[src/include/cam_pkg.sv]
// Constants, mode enumeration and decode helpers for the counter array
// module modes.
// Assumes a single counter clock domain and pin inputs synchronous to it.
package cam_pkg;
    localparam int NUM_MODULES     = 8;
    localparam int CAPTURE_MODULES = 6;

    localparam logic [1:0] RES_8  = 2'h0;
    localparam logic [1:0] RES_10 = 2'h1;
    localparam logic [1:0] RES_12 = 2'h2;
    localparam logic [1:0] RES_16 = 2'h3;

    localparam int AUX_ACTIVE_BIT = 0;
    localparam int AUX_RELOAD_BIT = 1;

    localparam logic [15:0] COUNTER_RESET  = 16'h0000;
    localparam logic [15:0] COUNT_ALL_ONES = 16'hFFFF;
    localparam logic [15:0] COUNT_STEP     = 16'h0001;
    localparam logic [7:0]  MATCH_RESET    = 8'h00;
    localparam logic [16:0] CMP_RESET      = 17'h00000;
    localparam logic [16:0] CMP_ONE        = 17'h00001;
    localparam logic [1:0]  PRIME_RESET    = 2'h0;

    typedef enum logic [2:0] {
        MODE_IDLE,
        MODE_CAPTURE,
        MODE_TIMER,
        MODE_TOGGLE_MATCH,
        MODE_PWM,
        MODE_TOGGLE_PWM,
        MODE_FIFO
    } cam_mode_e;

    // Turns the six mode bits of one module into its operating mode.
    function automatic cam_mode_e cam_decode(
        input logic ecom,
        input logic rise,
        input logic fall,
        input logic mat,
        input logic tog,
        input logic pwm
    );
        cam_mode_e m;
        m = MODE_IDLE;
        if (pwm && ecom && !mat && !rise)
        begin
            if (fall && !tog)
                m = MODE_FIFO;
            else if (!fall && tog)
                m = MODE_TOGGLE_PWM;
            else if (!fall)
                m = MODE_PWM;
        end
        else if (!pwm && ecom && mat && !rise && !fall)
            m = tog ? MODE_TOGGLE_MATCH : MODE_TIMER;
        else if (!pwm && !mat && !tog && (rise || fall))
            m = MODE_CAPTURE;
        return m;
    endfunction

    // Counter bits that take part in a comparison at a given resolution.
    function automatic logic [15:0] cam_res_mask(input logic [1:0] sel);
        logic [15:0] m;
        m = 16'h00FF;
        unique case (sel)
            RES_8:  m = 16'h00FF;
            RES_10: m = 16'h03FF;
            RES_12: m = 16'h0FFF;
            RES_16: m = 16'hFFFF;
        endcase
        return m;
    endfunction
endpackage

[src/core/cam_edge_det.sv]
// Pin sampler and edge detector for one counter array module.
// Assumes the pin is already synchronous to core_clk.
`timescale 1ns/100ps
module cam_edge_det (
    input  logic core_clk,
    input  logic rst,
    input  logic pinIn,
    output logic rise,
    output logic fall
);
    logic       sample_r;
    logic       prev_r;
    logic [1:0] primed_r;

    always_ff @(posedge core_clk or posedge rst)
    begin
        if (rst)
        begin
            sample_r <= 1'b0;
            prev_r   <= 1'b0;
            primed_r <= cam_pkg::PRIME_RESET;
        end
        else
        begin
            sample_r <= pinIn;
            prev_r   <= sample_r;
            primed_r <= {primed_r[0], 1'b1};
        end
    end

    // Edges count only once two real samples exist, so reset is no edge.
    assign rise = primed_r[1] && sample_r && !prev_r;
    assign fall = primed_r[1] && !sample_r && prev_r;
endmodule // cam_edge_det

[src/core/cam_modes.sv]
// Shared counter and eight compare/PWM modules, six of them with capture, of a counter array.
// Assumes software drives the mode bits and byte writes as plain ports,
// synchronous to core_clk, and pulses the timer overflow inputs.
//
// Operation
// - Rise, fall or both edges trigger capture.
// - Capture copies counter bytes into match value.
// - Interrupt request equals hit flag and enable.
// - Modules six and seven never capture.
// - Odd module buffers paired even module captures.
// - Each pair has its own buffer enable.
// - Counter equal to match value sets flag.
// - Toggle-on-match flips pin on every match.
// - PWM needs pulse and comparator enables.
// - Pin low below compare value, else high.
// - Low-byte wrap reloads active compare value.
// - Reload zero is full duty, 0x100 none.
// - Resolution code zero selects buffered eight-bit.
// - Each module runs its own PWM resolution.
// - Buffered wide PWM updates at period end.
// - PWM-match toggle uses resolution comparator.
// - Paired toggle: even starts, odd ends pulse.
// - Pair six/seven has its own buffer enable.
// - FIFO mode chains two modules' match values.
// - Step shifts queue; overflow reloads compare.
// - Two-bit code picks the FIFO step source.
// - Resolution sets where the period overflows.
// - Hit flag stays set until software clears.
`timescale 1ns/100ps
module cam_modes (
    input  logic        core_clk,
    input  logic        rst,
    input  logic        counterRun,
    input  logic [7:0]  comparatorEnable,
    input  logic [7:0]  riseEdgeGrabEnable,
    input  logic [7:0]  fallEdgeGrabEnable,
    input  logic [7:0]  compareHitFlagEnable,
    input  logic [7:0]  pinFlipOnHit,
    input  logic [7:0]  pulseModEnable,
    input  logic [7:0]  hitIrqEnable,
    input  logic [15:0] pwmResolutionSel,
    input  logic        pair01BufferEnable,
    input  logic        pair23BufferEnable,
    input  logic        pair45BufferEnable,
    input  logic        pair67BufferEnable,
    input  logic [1:0]  fifoStepSourceSel,
    input  logic        timer0Overflow,
    input  logic        timer1Overflow,
    input  logic        timer3Overflow,
    input  logic        serial0TimerOverflow,
    input  logic [7:0]  wrData,
    input  logic [7:0]  lowWrEn,
    input  logic [7:0]  highWrEn,
    input  logic [7:0]  auxWrEn,
    input  logic [1:0]  auxWrData,
    input  logic [7:0]  hitFlagClr,
    input  logic [7:0]  modulePinIn,
    output logic [7:0]  modulePinOut,
    output logic [7:0]  modulePinOe_n,
    output logic [63:0] matchLowOut,
    output logic [63:0] matchHighOut,
    output logic [7:0]  activeNinthOut,
    output logic [7:0]  reloadNinthOut,
    output logic [7:0]  hitFlag,
    output logic [7:0]  hitIrq,
    output logic [7:0]  counterHigh,
    output logic [7:0]  counterLow
);
    localparam int NUM = cam_pkg::NUM_MODULES;

    logic [15:0]       counter_r;
    logic              cntAdv_r;
    logic [3:0]        pairEn;
    logic [3:0]        stepSources;
    logic              fifoStep;
    logic [7:0]        matchLow_r  [NUM];
    logic [7:0]        matchHigh_r [NUM];
    logic [7:0]        activeNinth_r;
    logic [7:0]        reloadNinth_r;
    logic [7:0]        hitFlag_r;
    logic [7:0]        pinOut_r;
    logic [7:0]        captureEv;
    logic [7:0]        pwmMatch;
    logic [7:0]        fifoActive;
    cam_pkg::cam_mode_e modeOf [NUM];

    assign pairEn = {pair67BufferEnable, pair45BufferEnable,
                     pair23BufferEnable, pair01BufferEnable};

    assign stepSources = {serial0TimerOverflow, timer3Overflow,
                          timer1Overflow, timer0Overflow};
    assign fifoStep    = stepSources[fifoStepSourceSel];

    always_ff @(posedge core_clk or posedge rst)
    begin
        if (rst)
        begin
            counter_r <= cam_pkg::COUNTER_RESET;
            cntAdv_r  <= 1'b0;
        end
        else
        begin
            counter_r <= counterRun ? counter_r + cam_pkg::COUNT_STEP
                                    : counter_r;
            cntAdv_r  <= counterRun;
        end
    end

    assign counterHigh   = counter_r[15:8];
    assign counterLow    = counter_r[7:0];
    assign hitFlag       = hitFlag_r;
    assign modulePinOut  = pinOut_r;
    assign activeNinthOut = activeNinth_r;
    assign reloadNinthOut = reloadNinth_r;

    for (genvar i = 0; i < NUM; i++)
    begin : g_mod
        localparam int P       = i ^ 1;
        localparam bit IS_ODD  = (i % 2 == 1);
        localparam bit HAS_CAP = (i < cam_pkg::CAPTURE_MODULES);

        logic        rise;
        logic        fall;
        logic        capMode;
        logic        pwmish;
        logic        res8;
        logic        pairOn;
        logic        useShadow;
        logic        ovf;
        logic        hitEq;
        logic        hitSet;
        logic        pwmLevel;
        logic        reload8;
        logic        bufIn;
        logic        fifoIntoLow;
        logic        fifoIntoHigh;
        logic        pairedToggle;
        logic        pinNxt;
        logic        flagNxt;
        logic        ninthNxt;
        logic [1:0]  resSel;
        logic [15:0] resMask;
        logic [15:0] matchWord;
        logic [16:0] extPos;
        logic [16:0] cmpDirect;
        logic [16:0] cmpVal;
        logic [16:0] cntMasked;
        logic [16:0] activeCmp_r;
        logic [7:0]  lowNxt;
        logic [7:0]  highNxt;

        cam_edge_det u_edge (
            .core_clk (core_clk),
            .rst      (rst),
            .pinIn    (modulePinIn[i]),
            .rise     (rise),
            .fall     (fall)
        );

        assign modeOf[i] = cam_pkg::cam_decode(comparatorEnable[i],
            riseEdgeGrabEnable[i], fallEdgeGrabEnable[i],
            compareHitFlagEnable[i], pinFlipOnHit[i], pulseModEnable[i]);

        assign capMode = HAS_CAP && modeOf[i] == cam_pkg::MODE_CAPTURE;
        assign captureEv[i] = capMode &&
            ((rise && riseEdgeGrabEnable[i]) ||
             (fall && fallEdgeGrabEnable[i]));

        assign pwmish = modeOf[i] == cam_pkg::MODE_PWM ||
                        modeOf[i] == cam_pkg::MODE_TOGGLE_PWM ||
                        modeOf[i] == cam_pkg::MODE_FIFO;
        assign pairOn     = pairEn[i / 2];
        assign fifoActive[i] = !IS_ODD &&
                               modeOf[i] == cam_pkg::MODE_FIFO;

        assign resSel  = pwmResolutionSel[2 * i +: 2];
        assign res8    = resSel == cam_pkg::RES_8;
        assign resMask = cam_pkg::cam_res_mask(resSel);
        assign ovf     = counterRun &&
            ((counter_r | ~resMask) == cam_pkg::COUNT_ALL_ONES);

        // The extension bit sits just above the active resolution.
        assign matchWord = {matchHigh_r[i], matchLow_r[i]};
        assign extPos    = {1'b0, resMask} + cam_pkg::CMP_ONE;
        assign cmpDirect = {1'b0, matchWord & resMask} |
            (activeNinth_r[i] ? extPos : cam_pkg::CMP_RESET);
        assign useShadow = pwmish && !res8 &&
                           (pairOn || fifoActive[i]);
        assign cmpVal    = useShadow ? activeCmp_r : cmpDirect;
        assign cntMasked = {1'b0, counter_r & resMask};

        // Compare value zero keeps the pin high, one past the top keeps
        // it low, so the full 0 to 100 percent range is reachable.
        assign pwmLevel    = cntMasked >= cmpVal;
        assign pwmMatch[i] = cntAdv_r && cntMasked == cmpVal;
        assign hitEq       = cntAdv_r && counter_r == matchWord;

        assign reload8      = pwmish && res8 && ovf;
        assign bufIn        = IS_ODD && pairOn && captureEv[P];
        assign fifoIntoLow  = IS_ODD && fifoActive[P] && fifoStep;
        assign fifoIntoHigh = fifoActive[i] && fifoStep;
        assign pairedToggle = !IS_ODD && pairOn &&
                              modeOf[i] == cam_pkg::MODE_TOGGLE_PWM;

        assign hitSet  = captureEv[i] ||
                         (compareHitFlagEnable[i] && hitEq);
        assign flagNxt = hitSet || (hitFlag_r[i] && !hitFlagClr[i]);

        assign pinNxt =
            modeOf[i] == cam_pkg::MODE_TOGGLE_MATCH ?
                pinOut_r[i] ^ hitEq :
            pairedToggle ?
                (pwmMatch[i] ? 1'b1 :
                 pwmMatch[P] ? 1'b0 : pinOut_r[i]) :
            modeOf[i] == cam_pkg::MODE_TOGGLE_PWM ?
                pinOut_r[i] ^ pwmMatch[i] :
            pwmish ? pwmLevel : pinOut_r[i];

        assign lowNxt =
            lowWrEn[i]   ? wrData :
            captureEv[i] ? counter_r[7:0] :
            bufIn        ? matchLow_r[P] :
            fifoIntoLow  ? matchHigh_r[i] :
            reload8      ? matchHigh_r[i] : matchLow_r[i];

        assign highNxt =
            highWrEn[i]  ? wrData :
            captureEv[i] ? counter_r[15:8] :
            bufIn        ? matchHigh_r[P] :
            fifoIntoHigh ? matchLow_r[P] : matchHigh_r[i];

        assign ninthNxt =
            auxWrEn[i] ? auxWrData[cam_pkg::AUX_ACTIVE_BIT] :
            reload8    ? reloadNinth_r[i] : activeNinth_r[i];

        assign hitIrq[i] = hitFlag_r[i] && hitIrqEnable[i];
        assign modulePinOe_n[i] =
            !(pwmish || modeOf[i] == cam_pkg::MODE_TOGGLE_MATCH);
        assign matchLowOut[8 * i +: 8]  = matchLow_r[i];
        assign matchHighOut[8 * i +: 8] = matchHigh_r[i];

        always_ff @(posedge core_clk or posedge rst)
        begin
            if (rst)
            begin
                matchLow_r[i]    <= cam_pkg::MATCH_RESET;
                matchHigh_r[i]   <= cam_pkg::MATCH_RESET;
                activeNinth_r[i] <= 1'b0;
                reloadNinth_r[i] <= 1'b0;
                hitFlag_r[i]     <= 1'b0;
                pinOut_r[i]      <= 1'b0;
                activeCmp_r      <= cam_pkg::CMP_RESET;
            end
            else
            begin
                matchLow_r[i]    <= lowNxt;
                matchHigh_r[i]   <= highNxt;
                activeNinth_r[i] <= ninthNxt;
                if (auxWrEn[i])
                    reloadNinth_r[i] <= auxWrData[cam_pkg::AUX_RELOAD_BIT];
                hitFlag_r[i]     <= flagNxt;
                pinOut_r[i]      <= pinNxt;
                if (ovf)
                    activeCmp_r <= cmpDirect;
            end
        end

        a_cap_copy:
        assert property (@(posedge core_clk) disable iff (rst)
            captureEv[i] && !lowWrEn[i] && !highWrEn[i]
            |=> {matchHigh_r[i], matchLow_r[i]} == $past(counter_r))
        else $error("capture did not copy the counter");

        a_irq_gate:
        assert property (@(posedge core_clk) disable iff (rst)
            hitIrq[i] |-> hitFlag_r[i] && hitIrqEnable[i])
        else $error("interrupt request without flag and enable");

        a_flag_sticky:
        assert property (@(posedge core_clk) disable iff (rst)
            (hitSet || (hitFlag_r[i] && !hitFlagClr[i])) |=> hitFlag_r[i])
        else $error("hit flag lost before software cleared it");

        a_timer_hit:
        assert property (@(posedge core_clk) disable iff (rst)
            modeOf[i] == cam_pkg::MODE_TIMER && cntAdv_r &&
            counter_r == {matchHigh_r[i], matchLow_r[i]}
            |=> hitFlag_r[i])
        else $error("timer match did not set the hit flag");

        a_match_toggle:
        assert property (@(posedge core_clk) disable iff (rst)
            modeOf[i] == cam_pkg::MODE_TOGGLE_MATCH && hitEq
            |=> pinOut_r[i] != $past(pinOut_r[i]))
        else $error("pin did not toggle on match");

        a_pwm_level:
        assert property (@(posedge core_clk) disable iff (rst)
            modeOf[i] == cam_pkg::MODE_PWM && res8 && !useShadow
            |=> pinOut_r[i] == ($past(counter_r[7:0]) >=
                 $past(matchLow_r[i]) && !$past(activeNinth_r[i])))
        else $error("eight-bit PWM level wrong");

        a_reload_eight:
        assert property (@(posedge core_clk) disable iff (rst)
            reload8 && !lowWrEn[i] && !auxWrEn[i] && !fifoIntoLow && !bufIn
            |=> matchLow_r[i] == $past(matchHigh_r[i]) &&
                activeNinth_r[i] == $past(reloadNinth_r[i]))
        else $error("low-byte wrap did not reload the compare value");

        if (IS_ODD)
        begin : g_odd
            a_buf_capture:
            assert property (@(posedge core_clk) disable iff (rst)
                bufIn && !lowWrEn[i] && !captureEv[i]
                |=> matchLow_r[i] == $past(matchLow_r[P]))
            else $error("odd module did not buffer the even capture");
        end
        else
        begin : g_even
            a_fifo_step:
            assert property (@(posedge core_clk) disable iff (rst)
                fifoIntoHigh && !highWrEn[i]
                |=> matchHigh_r[i] == $past(matchLow_r[P]))
            else $error("FIFO step did not advance the queue");
        end

        if (!HAS_CAP)
        begin : g_nocap
            a_no_capture:
            assert property (@(posedge core_clk) disable iff (rst)
                !pwmish && !lowWrEn[i] && !highWrEn[i] && !fifoIntoLow
                |=> $stable({matchHigh_r[i], matchLow_r[i]}))
            else $error("capture on a module without capture");
        end
    end
endmodule // cam_modes

[config.mk]
export PLATFORM = sky130hd
export DESIGN_NAME = cam_modes
export DESIGN_NICKNAME = d
export VERILOG_FILES = /design/src/include/cam_pkg.sv /design/src/core/cam_edge_det.sv /design/src/core/cam_modes.sv
export SDC_FILE = /design/constraint.sdc
export NUM_CORES = 1
export LEC_CHECK = 0
export ABC_CLOCK_PERIOD_IN_PS = 12700
export BUFFER_PORTS_ARGS = -buffer_cell sky130_fd_sc_hd__buf_2
export CORE_ASPECT_RATIO = 0.6
export CORE_MARGIN = 5
export CORE_UTILIZATION = 40
export CTS_CLUSTER_DIAMETER = 200
export CTS_CLUSTER_SIZE = 25
export DETAILED_ROUTE_END_ITERATION = 8
export GPL_ROUTABILITY_DRIVEN = 0
export PLACE_DENSITY = 0.6
export REMOVE_ABC_BUFFERS = 1
export SLEW_MARGIN = 20
export SYNTH_ARGS = -nofsm -noshare
export SYNTH_HDL_FRONTEND = slang
export SYNTH_SLANG_ARGS = --single-unit
[constraint.sdc]
create_clock -name core_clk -period 12.7 [get_ports core_clk]
set_input_delay 3.175 -clock core_clk [delete_from_list [all_inputs] [get_ports core_clk]]
set_output_delay 3.175 -clock core_clk [all_outputs]
set_load 0.01 [all_outputs]
==> flow_summary.toml, run 1 <==
[drt]
vias = 21800
drtAntennaViolNets = 0
wl_um = 90600
dr.pass1.iters = 6
post_drt_via_cell_ratio = 5.98
drt-initial-drc-count = 2451
drc = 0
wl_per_cell_um = 24.9

[clock_tree]
clk_pin_slew_ns = 0.11
cts_setup_buffers = 0
cts_buffer_depth = 3
cts_buffers = 17
clkLatencyLatePin_ns = 0.57
cts-resized-gates = 0
holdBufCountCts = 0
clock-sinks = 327
htree_levels = 1
cts_root_buffer = "clkbuf_16"
cts_tree = "yes"

[worst_setup_path]
cp_common_cell = "buf_2"
crit_path_top_delay_cell = "a21oi_1"
startpoint_type = "input pin"
crit-reg2reg-launch = "counter_r[12]$_DFFE_PP0P_"
required_ns = 9.52
rr_worst_depth = 6
cp-end-kind = "output port"
arrival_ns = 4.37
worst_path_largest_cell_delay_ns = 0.56
cp_max_fo = 5
r2r_setup_slack_ns = 9.06
r2r_end = "g_mod[4].activeCmp_r[0]$_DFFE_PP0P_"
worstPathCellList = "buf_2 -> nand4bb_1 -> a21oi_1 -> nor2_1 -> buf_2"
path_class = "in -> out"

[global_route]
overflow = 0
gr-usage-all-layers = 0.272
grt_pass1_wl_um = 133000
antenna_found_initial = 9
grt_max_degree = 162
grt_pass1_vias = 21000

[die]
core_mm2 = 0.0588
initial_core_util = 0.401
io_pins = 327
die_y_um = 198
die-area_mm2 = 0.0641
die_w_um = 324
rows = 69

[synth]
netlist_instances = 2717
yosysSeqAreaShare = 0.347
synth-edff-count = 0
ys_types = 93
yosys_warnings = 0
netlist_area_mm2 = 0.0236
synth.ff_latch_count = 327
yosysTopAreaCell = "dfrtp_1"
async_reset_ff_frac = 1.00
synth_area_leaders = "dfrtp_1 35%, mux2i_1 7.2%, ha_1 6.8%"
ys.flop_type = "dfrtp_1"
yosysTopAreaCellShare = 0.347
synth_area_per_cell_um2 = 8.68

[power]
power_leakage_nw = 12.9
peakVddDrop_uv = 97.4
power_density_mw_per_mm2 = 115

[sta]
setup_viol = 0
setup-tns-final_ns = 0
fin_crit_sh = 0.594
max_freq_mhz = 132
fin_worst_skew_ns = 0.0419
worstMarginPinSlew_ns = 1.10
period_minus_slack_ns = 7.55
rsz0062_at_grt = "false"
fin_ws_ns = 5.15
timing.slew.headroom = 0.270
finalHoldViolCount = 0
slew_violations = 0

[placement]
port-buffer-count = 324
dpl_worst_slack_ns = 5.19
place_hpwl_um = 61500

[min_path]
hold_class = "reg -> reg"
worstHoldPathCells = 0
min_to = "g_mod[0].u_edge.primed_r[1]$_DFF_PP0_"
min_from = "g_mod[5].u_edge.primed_r[0]$_DFF_PP0_"

[cells_and_area]
multi_input_comb_area_mm2 = 0.0141
nets = 3121
seq_area_mm2 = 0.00819
area_growth_pct = 9.37
drive_gt1_frac = 0.189
fillers = 5758

[status]
status = "completed"

[job]
drv_cap = 0
[state kept, by name, summed over array words and instances, names as in the netlist, 8 cells and up]
name               cells
activeNinthOut         8
counter_r             16
g_mod.activeCmp_r    136
hitFlag                8
matchHighOut          64
matchLowOut           64
modulePinOut           8
reloadNinthOut         8
[worst max-delay path: cells and delay by family]
family | cells | cell delay (ns)
AO/OA/AOI/OAI | 1 | 0.56
buffers and inverters | 2 | 0.28
AND/OR/NAND/NOR | 2 | 0.35
[worst max path at each step]
stage | startpoint | end | slack, ns | cells past startpoint
global placement | riseEdgeGrabEnable[0] | modulePinOe_n[0] | 5.19 | 5
global route | riseEdgeGrabEnable[0] | modulePinOe_n[0] | 5.07 | 5
CTS | riseEdgeGrabEnable[0] | modulePinOe_n[0] | 5.19 | 5
detailed placement | riseEdgeGrabEnable[0] | modulePinOe_n[0] | 5.19 | 5
floorplan | rst | activeNinthOut[0]$_DFFE_PP0P_ | 0.47 | 1
finish | riseEdgeGrabEnable[0] | modulePinOe_n[0] | 5.15 | 5
[kinds of logic after synthesis]
kind of cell	count (synthesis)	share of synthesized area
fa+ha+maj	129	0.0684
xor+xnor	146	0.0542
flops	327	0.347
simple gates	953	0.197
compound gates	599	0.149
buf+inv	275	0.0561
other cells	1	0.000159
mux	287	0.128
[routing by layer]
metal | track usage | vias to the layer above | share of wire
met5 | 0 | - | 0.00063
met4 | 0.0848 | 10 | 0.035
met3 | 0.0888 | 188 | 0.12
met2 | 0.395 | 1087 | 0.41
met1 | 0.384 | 10600 | 0.44
li1 | - | 9855 | -
[power by group]
group          internal (mW)  total [mW]  switching (mW)  leakage [nW]
sequential              1.11        1.27           0.160          4.22
combinational          0.391        1.06           0.665          8.45
clock                  0.251       0.638           0.387         0.228
total                   1.76        2.97            1.21          12.9
[area by class of cell]
| cell class | count | area share |
|---|---|---|
| multi-input combinational | 2115 | 0.546 |
| sequential | 327 | 0.317 |
| timing repair buffer | 366 | 0.0755 |
| tap | 781 | 0.0379 |
| clock buffer | 19 | 0.0168 |
| inverter | 30 | 0.00465 |
| clock inverter | 2 | 0.00150 |
| antenna | 2 | 0.000194 |
[Yosys cell counts (all sizes together), types with 47 or more instances]
cell type	number
nand2	401
a21oi	167
dfrtp	327
nor2	147
mux2i	170
and2	47
clkbuf	132
mux2	116
and3	47
ha	129
nand3	97
buf	113
xor2	127
o21ai	244
[layout by cell type (no fill, tap or decap), drive strengths merged, types with 15 or more instances in the layout]
cell type,n
nand2,401
buf,365
dfrtp,327
o21ai,244
mux2i,170
a21oi,167
nor2,147
ha,129
xor2,127
mux2,116
nand3,97
and3,47
and2,47
a31oi,42
nand4,41
nor3,33
nor4,32
inv,31
a211oi,24
o21a,22
nor2b,20
clkbuf,20
xnor2,19
nand3b,18
nand2b,17
o211ai,15
[through the flow]
stage          utilization  cells  area [um^2]  hold WS (ns)  power (mW)
6_report             0.439   3642        25800         0.365        2.97
3_5_place_dp         0.431   3618        25300         0.340        2.32
3_3_place_gp         0.431   3618        25300         0.337        2.29
2_1_floorplan            -   2472        22400         0.331        1.84
4_1_cts              0.439   3639        25800         0.365        2.96
5_1_grt              0.439   3641        25800         0.380        3.11
No activity file was read; power rests on OpenSTA's default activity.
==> run 2: changes to the inputs <==
ABC_AREA = 1   (was unset)
ABC_CLOCK_PERIOD_IN_PS = 6700   (was 12700)
clock period = 6.7 ns   (was 12.7 ns; I/O delays follow)
==> run 2 against run 1 <==
  * Synthesized cell count grew 24%
  * Die area rose by 0.42%
  * Cell count grew 18%
  * Synthesized area up 0.43%
  * Clock skew decreased by 0.0035 ns
  * Clock power up 91%
  * Critical path type is now in -> reg
  * Sequential power is 87% higher
  * Total power is 100% higher
  * Final area grew 0.53%
==> flow_summary.toml, run 2 <==
[worst_setup_path]
crit-reg2reg-launch = "counter_r[13]$_DFFE_PP0P_"
worst_path_largest_cell_delay_ns = 0.64
arrival_ns = 5.50
path_class = "in -> reg"
cp_max_fo = 26
rr_worst_depth = 14
required_ns = 7.16
cp-end-kind = "register"
crit_path_top_delay_cell = "nand3_1"
worstPathCellList = "buf_2 -> inv_1 -> nand4_1 -> a21oi_1 -> buf_4 -> nand3_1 -> o21ai_0 -> inv_1 -> ha_1 -> nand2_1 -> nor2_1 -> nand4_1 -> nor2_1 -> nand4_1 -> and2_1 -> o21ai_0 -> nand3_1 -> nand2_1 -> nand2_1"
r2r_setup_slack_ns = 3.10
r2r_end = "modulePinOut[1]$_DFFE_PP0P_"
startpoint_type = "input pin"

[placement]
place_hpwl_um = 71200
dpl_worst_slack_ns = 1.29
place_inst = 4291
port-buffer-count = 324

[synth]
synth_common_cells = "716 x nand2_1, 437 x inv_1, 413 x o21ai_0"
yosys_warnings = 0
synth_area_leaders = "dfrtp_1 35%, nand2_1 11%, o21ai_0 8.7%"
ys.flop_type = "dfrtp_1"
synth.ff_latch_count = 327
yosysTopAreaCell = "dfrtp_1"
synth.most_common_cell = "nand2_1"
synth_area_per_cell_um2 = 7.04
synth-edff-count = 0
netlist_area_mm2 = 0.0237
yosysTopAreaCellShare = 0.345
ys_types = 61
netlist_instances = 3365
yosysSeqAreaShare = 0.345
async_reset_ff_frac = 1.00

[drt]
drt-initial-drc-count = 3352
wl_per_cell_um = 23.2
drtAntennaViolNets = 0
vias = 24100
drc = 0
dr.pass1.iters = 6
post_drt_via_cell_ratio = 5.59
wl_um = 100000

[cells_and_area]
top_register = "g_mod.activeCmp_r"
nets = 3793
fillers = 6177
final_cells = 4310
area_growth_pct = 9.47
largest_reg_flops = 136
final_common_cell = "nand2_1"
drive_gt1_frac = 0.128
layout_common_cells = "715 x nand2_1, 436 x inv_1, 413 x o21ai_0"

[sta]
setup_viol = 0
finalHoldViolCount = 0
fin_worst_skew_ns = 0.0384
fin_ws_ns = 1.66
fin_crit_sh = 0.753
max_freq_mhz = 198
holdWs_ns = 0.364
rsz0062_at_grt = "false"
slew_violations = 0
timing.slew.headroom = 0.168
worstMarginPinSlew_ns = 1.24
setup-tns-final_ns = 0
period_minus_slack_ns = 5.04

[clock_tree]
htree_levels = 1
clkLatencyLatePin_ns = 0.55
clk_pin_slew_ns = 0.12
cts-resized-gates = 0
cts_buffer_depth = 3
clock-sinks = 327
cts_root_buffer = "clkbuf_16"
cts_buffers = 17
cts_setup_buffers = 0
holdBufCountCts = 0
cts_tree = "yes"

[power]
power_leakage_nw = 13.4
peakVddDrop_uv = 207
power_density_mw_per_mm2 = 230

[die]
die_w_um = 324
die-area_mm2 = 0.0644
die_y_um = 199
rows = 69
core_mm2 = 0.0589
initial_core_util = 0.402
io_pins = 327

[min_path]
min_from = "g_mod[5].u_edge.primed_r[0]$_DFF_PP0_"
min_to = "g_mod[0].u_edge.primed_r[1]$_DFF_PP0_"
hold_class = "reg -> reg"
worstHoldPathCells = 0

[global_route]
gr-usage-all-layers = 0.298
overflow = 0
grt_max_degree = 124
grt_pass1_vias = 20800
antenna_found_initial = 5
grt_pass1_wl_um = 143000

[job]
drv_cap = 0

[status]
status = "completed"
run 2: changes by cell type in the layout (fill, tap and decap cells not counted), moves of 44 or more:
cell and change:
o21ai_0 +175, nand2_1 +316, o22ai_1 +77, mux2_2 -106
nor2_1 +182, and2_1 -44, inv_1 +409, and3_1 -45
mux2i_1 -164, xor2_1 -87
run 2: power breakdown:
group,internal [mW],switching [mW]
Sequential,2.14,0.245
Combinational,0.736,1.64
Clock,0.471,0.747
run 2: worst max-delay path, delay by kind of cell:
family / cells / cell delay (ns)
AOI/OAI and AO/OA: 3 / 0.74
adders and majority gates: 1 / 0.28
buffers and inverters: 4 / 0.45
and+or+nand+nor: 11 / 2.34
run 2: final cells by class:
| cell class | instances | area (um^2) | share of cell area |
|---|---|---|---|
| multi-input cells | 2366 | 12700 | 0.489 |
| flip-flops and latches | 327 | 8180 | 0.315 |
| diodes | 1 | 2.50 | 0.0000965 |
| inverters | 456 | 1720 | 0.0664 |
| clock inverters | 1 | 30.0 | 0.00116 |
| clock buffers | 17 | 425 | 0.0164 |
| repair buffers | 361 | 1920 | 0.0742 |
| well taps | 781 | 977 | 0.0377 |
run 2: how the worst max path moves through the flow:
stage	startpoint	cells past startpoint	end	slack [ns]
6_report	compareHitFlagEnable[1]	19	modulePinOut[1]$_DFFE_PP0P_	1.66
5_1_grt	compareHitFlagEnable[1]	19	modulePinOut[1]$_DFFE_PP0P_	1.34
4_1_cts	compareHitFlagEnable[1]	19	modulePinOut[1]$_DFFE_PP0P_	1.85
3_5_place_dp	compareHitFlagEnable[1]	19	modulePinOut[1]$_DFFE_PP0P_	1.29
3_3_place_gp	riseEdgeGrabEnable[1]	19	modulePinOut[1]$_DFFE_PP0P_	1.32
2_1_floorplan	rst	1	activeNinthOut[0]$_DFFE_PP0P_	-4.03
run 2: kinds of logic (layout without fill, tap and decap cells):
group                      after synthesis  count (layout)  synth area share
xor gates and xnor gates                67              67            0.0248
adders and majority gates              129             129            0.0681
DFF                                    327             327             0.345
buffers and inverters                  672             835             0.120
AOI/OAI and AO/OA                      878             878             0.210
muxes                                    8               8           0.00348
and+or+nand+nor                       1283            1283             0.228
other                                    1               2          0.000158
run 2: layer usage:
metal / wire [um] / track usage
met1: 44800 / 0.450
met2: 38500 / 0.407
met3: 13600 / 0.0981
met4: 3020 / 0.0734
met5: 46 / 0
run 2: stage by stage:
stage	power [mW]	instance area, um^2	utilization
6_report	5.97	25900	0.441
5_1_grt	6.29	25900	0.441
4_1_cts	5.92	25900	0.440
3_5_place_dp	4.71	25500	0.433
3_3_place_gp	4.69	25500	0.433
2_1_floorplan	3.67	22600	-
